[config.mk]
export PLATFORM = sky130hd
export DESIGN_NAME = scsd_top
export DESIGN_NICKNAME = d
export VERILOG_FILES = /design/src/core/scsd_pkg.sv /design/src/core/scsd_top.sv
export SDC_FILE = /design/constraint.sdc
export NUM_CORES = 1
export LEC_CHECK = 0
export ABC_AREA = 0
export BUFFER_PORTS_ARGS = -buffer_cell sky130_fd_sc_hd__buf_2
export CAP_MARGIN = 15
export CORE_MARGIN = 4
export CORE_UTILIZATION = 50
export CTS_CLUSTER_DIAMETER = 120
export DETAILED_ROUTE_END_ITERATION = 10
export GPL_TIMING_DRIVEN = 1
export HOLD_SLACK_MARGIN = 0.08
export PLACE_DENSITY = 0.76
export SYNTH_ARGS = -nofsm -noshare
export SYNTH_HDL_FRONTEND = slang
export SYNTH_SLANG_ARGS = --single-unit
[constraint.sdc]
create_clock -name pclk -period 2.3 [get_ports pclk]
set_input_delay 0.46 -clock pclk [delete_from_list [all_inputs] [get_ports pclk]]
set_output_delay 0.46 -clock pclk [all_outputs]
set_load 0.05 [all_outputs]
[src/core/scsd_pkg.sv]
// Purpose: Constants and types for the serial port control, status and data block
// Assumes: APB slave, 32-bit data, one register per aligned word
// Notes: Printed offsets are word indices; byte address is four times the index
//
// Summary of operation
// - Interrupt when enabled and done/fault/overrun set
// - Port enable cleared by reset and mode fault
// - Pins general I/O unless port enabled
// - Master select cleared on fault; drives clock
// - Clock polarity sets serial clock idle level
// - Phase selects first or second capture edge
// - Divider bits select CPU clock over 4..128
// - Divider bits ignored in slave mode
// - Done flag set; cleared by status then data
// - Data writes ignored while done flag pending
// - Collision flag set on write during transfer
// - Overrun set on new byte; status read clears
// - Fault set on select low; status then control
// - Output disable disconnects the data output
// - Software select ignores pin, uses internal bit
// - Internal select zero means selected
// - Master data write starts byte, loads shifter
// - Received byte copied to buffer at completion
// - Collision leaves transfer running, write discarded
// - Overrun keeps first byte, later bytes lost
// - Collision flag never requests interrupt
package scsd_pkg;
  localparam logic [7:0] SCSD_IDX_DATA = 8'h21;
  localparam logic [7:0] SCSD_IDX_CTRL = 8'h22;
  localparam logic [7:0] SCSD_IDX_STAT = 8'h23;
  localparam logic [9:0] SCSD_ADDR_DATA = {SCSD_IDX_DATA, 2'b00};
  localparam logic [9:0] SCSD_ADDR_CTRL = {SCSD_IDX_CTRL, 2'b00};
  localparam logic [9:0] SCSD_ADDR_STAT = {SCSD_IDX_STAT, 2'b00};
  localparam logic [7:0] SCSD_CTRL_RESET = 8'h00;
  localparam logic [7:0] SCSD_STAT_RESET = 8'h00;
  localparam int SCSD_CTRL_IRQ = 7;
  localparam int SCSD_CTRL_PE = 6;
  localparam int SCSD_CTRL_DIV2 = 5;
  localparam int SCSD_CTRL_MS = 4;
  localparam int SCSD_CTRL_CLOCK_IDLE_LEVEL = 3;
  localparam int SCSD_CTRL_CLOCK_CAPTURE_PHASE = 2;
  localparam int SCSD_STAT_DONE = 7;
  localparam int SCSD_STAT_WRITE_COLLISION_FLAG = 6;
  localparam int SCSD_STAT_OVR = 5;
  localparam int SCSD_STAT_MODE_FAULT_FLAG = 4;
  localparam int SCSD_STAT_SOD = 2;
  localparam int SCSD_STAT_SSM = 1;
  localparam int SCSD_STAT_SSI = 0;
  localparam logic [7:0] SCSD_STAT_WMASK = 8'h07;
  // Half serial period in CPU clocks, per divider code
  localparam logic [6:0] SCSD_HALF_DIV4 = 7'd2;
  localparam logic [6:0] SCSD_HALF_DIV8 = 7'd4;
  localparam logic [6:0] SCSD_HALF_DIV16 = 7'd8;
  localparam logic [6:0] SCSD_HALF_DIV32 = 7'd16;
  localparam logic [6:0] SCSD_HALF_DIV64 = 7'd32;
  localparam logic [6:0] SCSD_HALF_DIV128 = 7'd64;
  // Index of the final serial clock edge of a byte
  localparam logic [3:0] SCSD_LAST_EDGE = 4'hF;

  typedef enum logic [2:0] {
    SCSD_IDLE = 3'b001,
    SCSD_SHIFT = 3'b010,
    SCSD_DONE = 3'b100
  } scsd_state_t;

  typedef struct packed {
    logic sck_o;
    logic sck_oe;
    logic mosi_o;
    logic mosi_oe;
    logic miso_o;
    logic miso_oe;
  } scsd_pins_t;

  typedef struct packed {
    logic sck_i;
    logic mosi_i;
    logic miso_i;
    logic ss_n_i;
  } scsd_pin_in_t;
endpackage

[src/core/scsd_top.sv]
// Purpose: Serial port control, status and data logic behind an APB slave
// Assumes: Pin inputs synchronous to pclk; one clock domain
// Notes: Slave mode samples the external clock directly; edges seen by pclk
//
// The implementer's own choice: the APB register port.
`timescale 1ns/1ns
module scsd_top (
  // Clock and reset
  input wire logic pclk,
  input wire logic presetn,
  // APB slave
  input wire logic psel,
  input wire logic penable,
  input wire logic pwrite,
  input wire logic [11:0] paddr,
  input wire logic [31:0] pwdata,
  output logic [31:0] prdata,
  output logic pready,
  output logic pslverr,
  // Serial pins
  input wire scsd_pkg::scsd_pin_in_t pin_in,
  output scsd_pkg::scsd_pins_t pin_out,
  output logic alt_func_en,
  output logic ss_pin_alt_en,
  // Interrupt request
  output logic irq
);
  import scsd_pkg::*;

  // ****************************************
  // Bus decode
  // ****************************************
  logic [7:0] ctrl_q, ctrl_d;
  logic [7:0] stat_q, stat_d;
  logic [7:0] rxbuf_q, rxbuf_d;
  logic [7:0] shift_q, shift_d;
  logic [6:0] div_q, div_d;
  logic [3:0] edge_q, edge_d;
  logic armed_q, armed_d;
  logic sck_q, sck_d;
  logic sck_in_q;
  logic ss_q;
  logic sample_q, sample_d;
  logic [31:0] prdata_d;
  scsd_state_t state_q, state_d;
  scsd_pins_t pins_d;

  wire access = psel && penable;
  wire hit_data = paddr[11:2] == {2'b00, SCSD_ADDR_DATA[9:2]};
  wire hit_ctrl = paddr[11:2] == {2'b00, SCSD_ADDR_CTRL[9:2]};
  wire hit_stat = paddr[11:2] == {2'b00, SCSD_ADDR_STAT[9:2]};
  wire mapped = hit_data || hit_ctrl || hit_stat;
  wire wr_data = access && pwrite && hit_data;
  wire wr_ctrl = access && pwrite && hit_ctrl;
  wire rd_stat = access && !pwrite && hit_stat;
  wire acc_data = access && hit_data;

  // ****************************************
  // Mode and select
  // ****************************************
  wire enabled = ctrl_q[SCSD_CTRL_PE];
  wire master = ctrl_q[SCSD_CTRL_MS];
  wire clock_idle_level = ctrl_q[SCSD_CTRL_CLOCK_IDLE_LEVEL];
  wire clock_capture_phase = ctrl_q[SCSD_CTRL_CLOCK_CAPTURE_PHASE];
  wire sw_sel = stat_q[SCSD_STAT_SSM];
  wire ss_level = sw_sel ? stat_q[SCSD_STAT_SSI] : pin_in.ss_n_i;
  wire fault = enabled && master && !ss_level;
  wire busy = state_q == SCSD_SHIFT;
  wire slave_sel = enabled && !master && !ss_level;
  wire [2:0] div_code = {ctrl_q[SCSD_CTRL_DIV2], ctrl_q[1:0]};
  // Armed marks the status read of a clearing sequence
  wire seq_data = armed_q && acc_data;
  wire data_wr_ok = wr_data && !(stat_q[SCSD_STAT_DONE] && !armed_q);
  wire start = master && enabled && data_wr_ok && !busy && !fault;
  wire collide = wr_data && busy;

  logic [6:0] half;
  always_comb begin
    case (div_code)
      3'b100: half = SCSD_HALF_DIV4;
      3'b000: half = SCSD_HALF_DIV8;
      3'b001: half = SCSD_HALF_DIV16;
      3'b110: half = SCSD_HALF_DIV32;
      3'b010: half = SCSD_HALF_DIV64;
      3'b011: half = SCSD_HALF_DIV128;
      default: half = SCSD_HALF_DIV128;
    endcase
  end

  wire tick = master && busy && (div_q == 7'd1);
  wire s_edge = !master && slave_sel && (pin_in.sck_i != sck_in_q);
  wire any_edge = tick || s_edge;
  // Even edge numbers capture when phase is 0, odd when phase is 1
  wire capture = any_edge && (edge_q[0] == clock_capture_phase);
  wire rx_bit = master ? pin_in.miso_i : pin_in.mosi_i;
  wire last_edge = any_edge && (edge_q == SCSD_LAST_EDGE);
  wire finish = busy && last_edge;

  // ****************************************
  // Transfer engine
  // ****************************************
  always_comb begin
    state_d = state_q;
    shift_d = shift_q;
    div_d = div_q;
    edge_d = edge_q;
    sck_d = sck_q;
    sample_d = sample_q;
    rxbuf_d = rxbuf_q;
    case (state_q)
      SCSD_IDLE: begin
        sck_d = clock_idle_level;
        edge_d = 4'd0;
        div_d = half;
        if (start) begin
          shift_d = pwdata[7:0];
          state_d = SCSD_SHIFT;
        end else if (enabled && !master) begin
          if (data_wr_ok) begin
            shift_d = pwdata[7:0];
          end
          if (s_edge) begin
            state_d = SCSD_SHIFT;
            edge_d = 4'd1;
            if (!clock_capture_phase) begin
              sample_d = rx_bit;
            end
          end
        end
      end
      SCSD_SHIFT: begin
        if (master) begin
          div_d = (div_q == 7'd1) ? half : div_q - 7'd1;
          if (tick) begin
            sck_d = !sck_q;
          end
        end
        if (any_edge) begin
          edge_d = edge_q + 4'd1;
          if (capture) begin
            sample_d = rx_bit;
          end else if (edge_q != 4'd0) begin
            shift_d = {shift_q[6:0], sample_q};
          end
        end
        if (finish) begin
          shift_d = {shift_q[6:0], capture ? rx_bit : sample_q};
          state_d = SCSD_DONE;
        end
        if (!enabled || fault || (!master && ss_level)) begin
          state_d = SCSD_IDLE;
        end
      end
      SCSD_DONE: begin
        // copy only when the buffer is free
        if (!stat_q[SCSD_STAT_DONE]) begin
          rxbuf_d = shift_q;
        end
        sck_d = clock_idle_level;
        state_d = SCSD_IDLE;
      end
      default: state_d = SCSD_IDLE;
    endcase
  end

  // ****************************************
  // Registers and flags
  // ****************************************
  wire mode_fault_flag_clear = armed_q && stat_q[SCSD_STAT_MODE_FAULT_FLAG] && wr_ctrl;
  wire done_evt = state_q == SCSD_DONE;

  always_comb begin
    ctrl_d = ctrl_q;
    stat_d = stat_q;
    armed_d = armed_q;
    if (wr_ctrl && (!stat_q[SCSD_STAT_MODE_FAULT_FLAG] || mode_fault_flag_clear)) begin
      ctrl_d = pwdata[7:0];
    end else if (wr_ctrl) begin
      ctrl_d = {pwdata[7], 1'b0, pwdata[5], 1'b0, pwdata[3:0]};
    end
    if (access && pwrite && hit_stat) begin
      stat_d[2:0] = pwdata[2:0] & SCSD_STAT_WMASK[2:0];
    end
    if (rd_stat) begin
      armed_d = 1'b1;
      stat_d[SCSD_STAT_OVR] = 1'b0;
    end else if (acc_data || wr_ctrl) begin
      armed_d = 1'b0;
    end
    if (seq_data) begin
      stat_d[SCSD_STAT_DONE] = 1'b0;
      stat_d[SCSD_STAT_WRITE_COLLISION_FLAG] = 1'b0;
    end
    if (mode_fault_flag_clear) begin
      stat_d[SCSD_STAT_MODE_FAULT_FLAG] = 1'b0;
    end
    // Set wins over clear
    if (done_evt) begin
      if (stat_q[SCSD_STAT_DONE]) begin
        stat_d[SCSD_STAT_OVR] = 1'b1;
      end
      stat_d[SCSD_STAT_DONE] = 1'b1;
    end
    if (collide) begin
      stat_d[SCSD_STAT_WRITE_COLLISION_FLAG] = 1'b1;
    end
    if (fault) begin
      stat_d[SCSD_STAT_MODE_FAULT_FLAG] = 1'b1;
      ctrl_d[SCSD_CTRL_PE] = 1'b0;
      ctrl_d[SCSD_CTRL_MS] = 1'b0;
    end
    stat_d[3] = 1'b0;
  end

  // ****************************************
  // Read data and pins
  // ****************************************
  always_comb begin
    prdata_d = 32'h0000_0000;
    if (psel && !penable && !pwrite) begin
      if (hit_data) begin
        prdata_d = {24'h00_0000, rxbuf_q};
      end else if (hit_ctrl) begin
        prdata_d = {24'h00_0000, ctrl_q};
      end else if (hit_stat) begin
        prdata_d = {24'h00_0000, stat_q};
      end
    end else begin
      prdata_d = prdata;
    end
  end

  wire out_on = !stat_q[SCSD_STAT_SOD];
  // Hold the data output on the final edge, which may be a capture edge
  wire out_bit = finish ? shift_q[7] : shift_d[7];
  always_comb begin
    pins_d.sck_o = sck_d;
    pins_d.sck_oe = enabled && master;
    pins_d.mosi_o = out_bit;
    pins_d.mosi_oe = enabled && master && out_on;
    pins_d.miso_o = out_bit;
    pins_d.miso_oe = slave_sel && out_on;
  end

  wire irq_d = ctrl_d[SCSD_CTRL_IRQ] && (stat_d[SCSD_STAT_DONE] ||
    stat_d[SCSD_STAT_MODE_FAULT_FLAG] || stat_d[SCSD_STAT_OVR]);

  always_ff @(posedge pclk or negedge presetn) begin
    if (!presetn) begin
      ctrl_q <= SCSD_CTRL_RESET;
      stat_q <= SCSD_STAT_RESET;
      rxbuf_q <= 8'h00;
      shift_q <= 8'h00;
      div_q <= 7'h00;
      edge_q <= 4'h0;
      armed_q <= 1'b0;
      sck_q <= 1'b0;
      sck_in_q <= 1'b0;
      sample_q <= 1'b0;
      state_q <= SCSD_IDLE;
      pin_out <= '0;
      alt_func_en <= 1'b0;
      ss_pin_alt_en <= 1'b0;
      irq <= 1'b0;
      prdata <= 32'h0000_0000;
      pready <= 1'b0;
      pslverr <= 1'b0;
    end else begin
      ctrl_q <= ctrl_d;
      stat_q <= stat_d;
      rxbuf_q <= rxbuf_d;
      shift_q <= shift_d;
      div_q <= div_d;
      edge_q <= edge_d;
      armed_q <= armed_d;
      sck_q <= sck_d;
      sck_in_q <= pin_in.sck_i;
      sample_q <= sample_d;
      state_q <= state_d;
      pin_out <= pins_d;
      alt_func_en <= ctrl_d[SCSD_CTRL_PE];
      ss_pin_alt_en <= ctrl_d[SCSD_CTRL_PE] && !stat_d[SCSD_STAT_SSM];
      irq <= irq_d;
      prdata <= prdata_d;
      pready <= psel && !penable;
      pslverr <= psel && !penable && !mapped;
    end
  end
endmodule
==> results.md, run 1 <==
* Post-synthesis xor/xnor area fraction at 1.22%
* Register area at 0.00163 mm²
* CTS buffer count at 9
* Critical path class: reg -> reg
* DP Area at 0.00388 mm²
* Drt first pass iters at 4
* Multi-input logic area at 0.00174 mm²
* Die area at 0.00862 mm²
* Critical path peak fanout at 6
* H-tree levels at 3
* Initial Utilization at 52.1%
* Final-report max-slew violation count at 0
* Post-DP HPWL at 6160 µm
* Minimum clock period at 2140 ps
* Slowest stage delay, CP at 380 ps
* Detailed Route Iter0 Violations at 159
* Leak Pwr at 1.96 nW
* Setup ws final at 161 ps
* Largest delay share family, worst path: compound AO/OA/AOI/OAI gates
* Clock Latency Late Sink at 360 ps
* Predominant post-synthesis flop cell: dfrtp_1
* Synth top cells by count: 64 x dfrtp_1, 48 x nand2_1, 26 x buf_4, 23 x nor2_1
* First-pass GRT wire length at 13700 µm
* Async SR Flop Fraction at 100%
* Core area at 0.00691 mm²
* DP Worst Slack at 65.0 ps
* # setup viols final at 0
* Clock slew at reported path FFs at 70 ps
* Worst EP arrival at 2380 ps
* Routed Wire Length at 8410 µm
* F_max at 468 MHz
* Worst rel slew slack at 54.7%
* Clock Path Buffers at 2
* Fin. Hold Viols at 0
* Post-Syn Area per Cell at 9.83 µm²
* CP max stage cell: dfrtp_1
* Die Wd at 92.8 µm
* Critical Path RT at 2540 ps
* Largest net degree at the start of global routing at 66
* Average wire per standard cell at 16.1 µm
* Period utilization at 93.0%
* Nets at 479
* Io pins at 96
* Root Driver: clkbuf_8
* Post-synth EDFFs at 0
* Yosys reg bits at 65
* Post-synthesis sequential area ratio at 45.2%
* Design Area, Final at 0.00410 mm²
* Top-count cell post-synth: dfrtp_1
* Syn. warnings at 0
* Height of the die at 92.8 µm
* Fin util at 59.4%
* Max Cap Violations at 0
* CP Cell Sequence: inv_1, ha_1, nor2b_1, nand4_1, a221oi_1, o22ai_2, a32oi_1, a21oi_2
* Clock Skew at 9.54 ps
* Worst-margin pin slew at 679 ps
* Site Rows at 30
* Hold_buf cts at 0
* VDD IR-drop max at 0.301 mV
* Post-synthesis cell type count at 65
* CTS tree: done
* Crit end category: flip-flop
* Layout area overhead at 14.0%
* Type of the tightest min-delay check: in -> async
* Compound-Gate Fraction of Synth Area at 16.2%
* Vias in the first global route at 2816
* Antenna fix cells at 0
* Vias per cell at 5.58
* Post-synthesis mux area share at 6.85%
* FILL cells at 647
* PnR Total Power at 2.40 mW
* Detailed-route via count at 2916
* Fin cells at 523
* Drt drc at 0
* WHS at 98.3 ps
* # placed instances at 507
* PD cells at 585 mW/mm²
* CP bufs+invs at 1
* Cells after Synth at 366
* RSZ-0062 raised after global routing: false
* Post-Synth Simple-Gate Area at 19.9%
* Outcome: complete, no violations
* Largest cells by area after synthesis: dfrtp_1 45%, mux2_2 5.6%, buf_4 5.4%, nand2_1 5.0%, a21oi_1 2.5%
* Post-Synth Adder-Cell Area at 1.39%
* Antenna Violating Nets Remaining at 0
* GRT Overall Usage at 20.6%
* Mapped Area at 0.00360 mm²
* Leading area contributor after synthesis: dfrtp_1
* CTS Sinks at 65
* Share of layout cells above drive strength 1 at 27.9%
* Port Buffer Count at 45
* GP Congestion at 0.888
* Antenna violations before repair at 0
* Total grt overflow at 0
* Share of the synthesized area in the top cell type at 44.5%
* Crit path launch type: flip-flop
* Main combinational cell family by area after synthesis: simple AND/OR/NAND/NOR gates
* Total negative slack at 0 ps
## report_power, final
part | leakage, nW | total, mW | switching, mW | internal (mW)
logic | 0.980 | 0.200 | 0.159 | 0.0405
registers | 0.883 | 1.15 | 0.00405 | 1.15
clock network | 0.102 | 1.05 | 0.483 | 0.565
## path summary, 6_finish.rpt
kind,startpoint,end,slack (ps),cells after the start
max,div_q[1],shift_q[4],160,8
min,presetn,sample_q,100,2
min in group pclk,pin_in[3],sck_in_q,230,1
max in group asynchronous,presetn,state_q[0],1870,2
min reg2reg,prdata[7],prdata[7],480,2
max reg2reg,div_q[1],shift_q[4],160,8
## state kept, by name, indices dropped and copies added, names as in the netlist
name           count
ctrl_q             8
prdata             8
rxbuf_q            8
shift_q            8
div_q              7
stat_q             7
edge_q             4
pin_out            4
state_q            3
armed_q            1
irq                1
pready             1
pslverr            1
sample_q           1
sck_in_q           1
sck_q              1
ss_pin_alt_en      1
## logic make-up (layout without fill, tap and decap cells)
family | after synthesis | count (layout)
AND/OR/NAND/NOR | 133 | 133
adder cells (fa/ha/maj) | 4 | 4
XOR/XNOR | 5 | 5
buffers and inverters | 50 | 88
other | 1 | 24
flip-flops | 65 | 65
AO/OA/AOI/OAI | 86 | 86
multiplexers | 22 | 22
## cell usage in the layout (no fill, tap or decap), types with 4 or more instances in the layout
| cell | Yosys | final |
|---|---|---|
| a21oi_1 | 18 | 17 |
| a21oi_2 | 3 | 4 |
| a22oi_1 | 9 | 9 |
| a32oi_1 | 7 | 7 |
| buf_2 | 3 | 45 |
| buf_4 | 26 | 16 |
| clkbuf_8 | 0 | 11 |
| conb_1 | 1 | 24 |
| dfrtp_1 | 64 | 64 |
| ha_1 | 4 | 4 |
| inv_1 | 10 | 10 |
| mux2_2 | 18 | 18 |
| nand2_1 | 48 | 48 |
| nand2b_1 | 4 | 4 |
| nand3_1 | 12 | 12 |
| nand4_1 | 7 | 7 |
| nor2_1 | 23 | 23 |
| nor2_2 | 4 | 4 |
| nor2b_1 | 10 | 10 |
| o21ai_0 | 18 | 18 |
| o31ai_1 | 4 | 4 |
| xor2_1 | 4 | 4 |
## per-layer routing
metal	vias up	global-route usage, %	wire length, µm
li1	1367	-	-
met1	1425	26.6	3610
met2	111	33.6	4100
met3	13	4.79	539
met4	0	7.57	156
met5	-	0	0
## timing repair
item / CTS / global route
endpoints found under the hold margin: 0 / 0
setup endpoints to repair: 0 / 6
buffers inserted: 0 / 0
resized for setup: 0 / 2
## area by class of cell
| type | instances | area share, % |
|---|---|---|
| clock buffers | 11 | 3.69 |
| inverters | 10 | 0.915 |
| multi-input cells | 274 | 42.4 |
| clock inverters | 5 | 1.52 |
| flip-flops and latches | 65 | 39.7 |
| repair buffers | 62 | 8.90 |
| well taps | 96 | 2.93 |
No activity file was read; power rests on OpenSTA's default activity.
==> inputs of run 2 (changes only) <==
==> constraint.sdc (replaced) <==
create_clock -name pclk -period 2.3 [get_ports pclk]
set_input_delay 0.115 -clock pclk [delete_from_list [all_inputs] [get_ports pclk]]
set_output_delay 0.115 -clock pclk [all_outputs]
set_load 0.05 [all_outputs]
==> run 2 against run 1 <==
Critical path depth decreased by 2. Largest power group unchanged. Combinational power increased by 5%. Setup slack improved by 59 ps. Global-route usage about the same. First-iteration DRC count unchanged. Clock skew increased by 4.3 ps. Sequential cell count unchanged. Wire length decreased by 0.26%. Die area unchanged. Utilization increased by 0.92 points.
==> results.md, run 2 (synthesized netlist as in run 1, its figures left out) <==
* Outcome: complete, no violations
* Final-report max-slew violation count at 0
* GRT Overall Usage at 20.6%
* Drt first pass iters at 4
* Detailed Route Iter0 Violations at 159
* Root Driver: clkbuf_8
* Antenna fix cells at 0
* RSZ-0062 raised after global routing: false
* Share of layout cells above drive strength 1 at 25.9%
* Crit path launch type: flip-flop
* VDD IR-drop max at 0.415 mV
* Clock Latency Late Sink at 340 ps
* Layout area overhead at 15.8%
* Detailed-route via count at 2891
* Total negative slack at 0 ps
* Setup ws final at 220 ps
* Average wire per standard cell at 15.8 µm
* Post CTS Setup Buffer Count at 0
* CTS tree: done
* Worst flop-to-flop path startpoint: state_q[1]
* Period utilization at 90.4%
* Initial Utilization at 52.1%
* Die area at 0.00862 mm²
* Drt drc at 0
* Vias in the first global route at 2806
* H-tree levels at 3
* Nets at 487
* # setup viols final at 0
* Post-DP HPWL at 6180 µm
* Largest net degree at the start of global routing at 39
* Vias per cell at 5.47
* Type of the tightest min-delay check: in -> reg
* Routed Wire Length at 8380 µm
* Critical Path RT at 2580 ps
* Clock slew at reported path FFs at 70 ps
* Fin. Hold Viols at 0
* Core area at 0.00691 mm²
* Die Wd at 92.8 µm
* Worst EP arrival at 2360 ps
* Leak Pwr at 1.99 nW
* Most frequent cells in the layout: 64 x dfrtp_1, 48 x nand2_1, 45 x buf_2
* Critical path peak fanout at 12
* Crit path launch: state_q[1]
* Min-Delay Startpoint: pwdata[6]
* F_max at 481 MHz
* CTS buffer count at 9
* Antenna Violating Nets Remaining at 0
* Io pins at 96
* Port Buffer Count at 45
* Crit end category: flip-flop
* Minimum clock period at 2080 ps
* Antenna violations before repair at 0
* Hold Path Depth at 3
* CTS Sinks at 65
* Reg2reg path depth at 6
* Site Rows at 30
* Max Cap Violations at 0
* GP Congestion at 0.833
* Critical path class: reg -> reg
* Clock Skew at 13.8 ps
* Worst rel slew slack at 42.6%
* DP Worst Slack at 187 ps
* Clock Path Buffers at 2
* Total grt overflow at 0
* PD cells at 574 mW/mm²
* Height of the die at 92.8 µm
* Worst-margin pin slew at 862 ps
* First-pass GRT wire length at 13800 µm
* Most common cell after layout, fill and taps aside: dfrtp_1
* FILL cells at 640
-- run 2: layout make-up --
type | instances | area, µm² | share of cell area [%]
repair buffers | 70 | 443 | 10.6
clock buffers | 10 | 128 | 3.06
flip-flops and latches | 65 | 1630 | 39.1
well taps | 96 | 120 | 2.88
inverters | 10 | 37.5 | 0.901
clock inverters | 4 | 70.1 | 1.68
multi-input cells | 274 | 1740 | 41.8
-- run 2: path summary, 6_finish.rpt --
| path | to | slack, ps |
|---|---|---|
| min | ctrl_q[6] | 100 |
| max | div_q[6] | 220 |
| max in group asynchronous | rxbuf_q[7] | 1130 |
| min reg2reg | prdata[7] | 480 |
| min in group asynchronous | edge_q[0] | 430 |
| max reg2reg | div_q[6] | 220 |
-- run 2: stage by stage --
step | instances | total power [mW] | utilization [%] | cell area [µm²] | hold WS, ps
finish | 529 | 2.39 | 60.3 | 4170 | 96.1
global route | 529 | 2.47 | 60.3 | 4170 | 90.1
detailed placement | 503 | 1.37 | 55.6 | 3840 | 253
floorplan | 389 | 1.33 | - | 3680 | -181
CTS | 529 | 2.40 | 60.2 | 4160 | 87.0
global placement | 503 | 1.37 | 55.6 | 3840 | 250
-- run 2: layer usage --
| layer | routed length, µm | GRT usage, % | share of wire, % | up-vias |
|---|---|---|---|---|
| li1 | - | - | - | 1385 |
| met1 | 3580 | 27.5 | 43 | 1397 |
| met2 | 4220 | 33.1 | 50 | 93 |
| met3 | 403 | 3.66 | 4.8 | 16 |
| met4 | 182 | 8.18 | 2.2 | 0 |
| met5 | 0 | 0 | 0 | - |
-- run 2: critical path, stage by stage, from the launching register on --
cell and delay (ps):
dfrtp_1 520, nor3b_2 250, buf_4 220, nand2_1 230, or4_1 510, o21ai_0 110, a22o_1 170
-- run 2: report_power, final --
group	leakage [nW]	internal, mW	switching [mW]
logic	1.01	0.0491	0.161
clock network	0.102	0.595	0.433
registers	0.883	1.15	0.00418
total	1.99	1.79	0.598
-- run 2: repair_timing --
action | CTS | global route
hold buffers | 12 | 0
endpoints found under the hold margin | 50 | 0
setup endpoints to repair | 0 | 4
gates resized for setup | 0 | 2
==> inputs of run 3 (changes only) <==
--- a/config.mk
+++ b/config.mk
@@ -13,8 +13,9 @@
 export CTS_CLUSTER_DIAMETER = 120
 export DETAILED_ROUTE_END_ITERATION = 10
 export GPL_TIMING_DRIVEN = 1
-export HOLD_SLACK_MARGIN = 0.08
+export HOLD_SLACK_MARGIN = 0.12
 export PLACE_DENSITY = 0.76
+export RECOVER_POWER = 50
 export SYNTH_ARGS = -nofsm -noshare
 export SYNTH_HDL_FRONTEND = slang
 export SYNTH_SLANG_ARGS = --single-unit
==> run 3 against run 2 <==
Critical path type unchanged. Die area unchanged. Setup slack worse by 18 ps. Register-to-register slack worse by 20 ps. Wire length about the same. Via count up 0.31%. Highest routed layer unchanged. Fmax down 0.84%.
==> results.md, run 3 (synthesized netlist as in run 1, its figures left out) <==
* Clock slew at reported path FFs at 70 ps
* Critical path class: reg -> reg
* RSZ-0062 raised after global routing: false
* Average wire per standard cell at 15.8 µm
* M3 GR Usage at 3.66%
* Cell internal pwr at 1.79 mW
* Drt drc at 0
* Type of the tightest min-delay check: in -> reg
* CP bufs+invs at 1
* Worst rel slew slack at 37.0%
* Initial Utilization at 52.1%
* Max Cap Violations at 0
* Reg2reg path depth at 6
* CTS Sinks at 65
* GRT Overall Usage at 20.6%
* Clock Path Buffers at 2
* Antenna Violating Nets Remaining at 0
* Layout area overhead at 15.5%
* Period utilization at 91.2%
* Crit path launch type: flip-flop
* Setup ws final at 203 ps
* Antenna violations before repair at 0
* Io pins at 96
* Total grt overflow at 0
* M1 GR Usage at 27.7%
* Hold Path Depth at 3
* Part of the power in registers at 48.3%
* P_sw at 0.593 mW
* Total negative slack at 0 ps
* Leak Pwr at 1.91 nW
* Worst EP arrival at 2370 ps
* CTS tree: done
* Fin cells at 532
* First-pass GRT wire length at 13900 µm
* # placed instances at 503
* Clock share of power at 42.9%
* Die Wd at 92.8 µm
* Critical Path RT at 2580 ps
* Minimum clock period at 2100 ps
* Antenna fix cells at 0
* Worst-margin pin slew at 945 ps
* Outcome: complete, no violations
* Share of layout cells above drive strength 1 at 20.0%
* Combinational share of power at 8.8%
* Site Rows at 30
* Largest delay share family, worst path: simple AND/OR/NAND/NOR gates
* Root Driver: clkbuf_8
* Most common cell after layout, fill and taps aside: dfrtp_1
* FILL cells at 644
* GP Congestion at 0.833
* DP Worst Slack at 187 ps
* Slowest stage delay, CP at 520 ps
* Post-DP HPWL at 6180 µm
* Clock Latency Late Sink at 340 ps
* Most frequent cells in the layout: 64 x dfrtp_1, 48 x nand2_1, 24 x nor2_1, 24 x conb_1, 24 x clkbuf_1
* Height of the die at 92.8 µm
* VDD IR-drop max at 0.413 mV
* Vias in the first global route at 2811
* Routed Wire Length at 8390 µm
* Die area at 0.00862 mm²
* Nets at 490
* Largest net degree at the start of global routing at 39
* Detailed Route Iter0 Violations at 143
* CP max stage cell: dfrtp_1
* Drt first pass iters at 4
* WP depth at 6
* Final-report max-slew violation count at 0
* Post CTS Setup Buffer Count at 0
* Global routing's busiest layer: met2
* CTS buffer count at 9
* Crit end category: flip-flop
* F_max at 477 MHz
* Clock Skew at 14.4 ps
* PD cells at 574 mW/mm²
* # setup viols final at 0
* Vias per cell at 5.45
* H-tree levels at 3
* CP Cell Sequence: nor3b_2, buf_4, nand2_1, or4_1, o21ai_0, a22o_1
* Fin. Hold Viols at 0
* Detailed-route via count at 2900
* Fin util at 60.2%
* Sw frac at 24.9%
* Core area at 0.00691 mm²
* Port Buffer Count at 45
* Critical path peak fanout at 12
* GR Util met2 at 33.1%
## run 3: per-stage QoR
step / power (mW) / cell area (µm²) / hold slack, ps
after floorplan: 1.33 / 3680 / -181
after global placement: 1.37 / 3840 / 250
after detailed placement: 1.37 / 3840 / 253
after CTS: 2.40 / 4190 / 157
after global routing: 2.47 / 4160 / 177
final: 2.39 / 4160 / 167
## run 3: path summary, 6_finish.rpt
kind                                  from         to  slack (ps)
worst max register to register  state_q[1]   div_q[6]         200
worst min register to register   stat_q[6]  stat_q[6]         480
worst max-delay path            state_q[1]   div_q[6]         200
worst min-delay path                  psel    pslverr         170
min in group asynchronous          presetn  edge_q[1]         460
max in group asynchronous          presetn  prdata[3]         690
## run 3: area by class of cell
cell class	count	area, µm²	share of cell area (%)
multi-input combinational	274	1730	41.7
timing repair buffer	73	439	10.6
clock buffer	10	128	3.07
tap	96	120	2.89
clock inverter	4	70.1	1.69
sequential	65	1630	39.2
inverter	10	37.5	0.903
## run 3: worst min-delay path: stages
cell	delay, ps
buf_2	100
nor2b_1	140
o21a_1	100
## run 3: repair_timing
item                                    in CTS  in global routing
endpoints found under the setup margin       0                  4
hold endpoints to repair                    57                  0
hold buffers                                15                  0
resized for setup                            0                  2
## run 3: metal layers
layer | vias to the layer above | part of all wire, %
li1 | 1394 | -
met1 | 1411 | 43
met2 | 78 | 51
met3 | 17 | 3.8
met4 | 0 | 2.1
met5 | - | 0
## run 3: power by group through the flow
stage / Combinational [mW] / Sequential [mW] / Clock [mW]
after global routing: 0.228 / 1.15 / 1.09
after detailed placement: 0.194 / 1.17 / 0
after global placement: 0.193 / 1.17 / 0
after floorplan: 0.149 / 1.18 / 0
after CTS: 0.213 / 1.15 / 1.03
final: 0.210 / 1.15 / 1.02
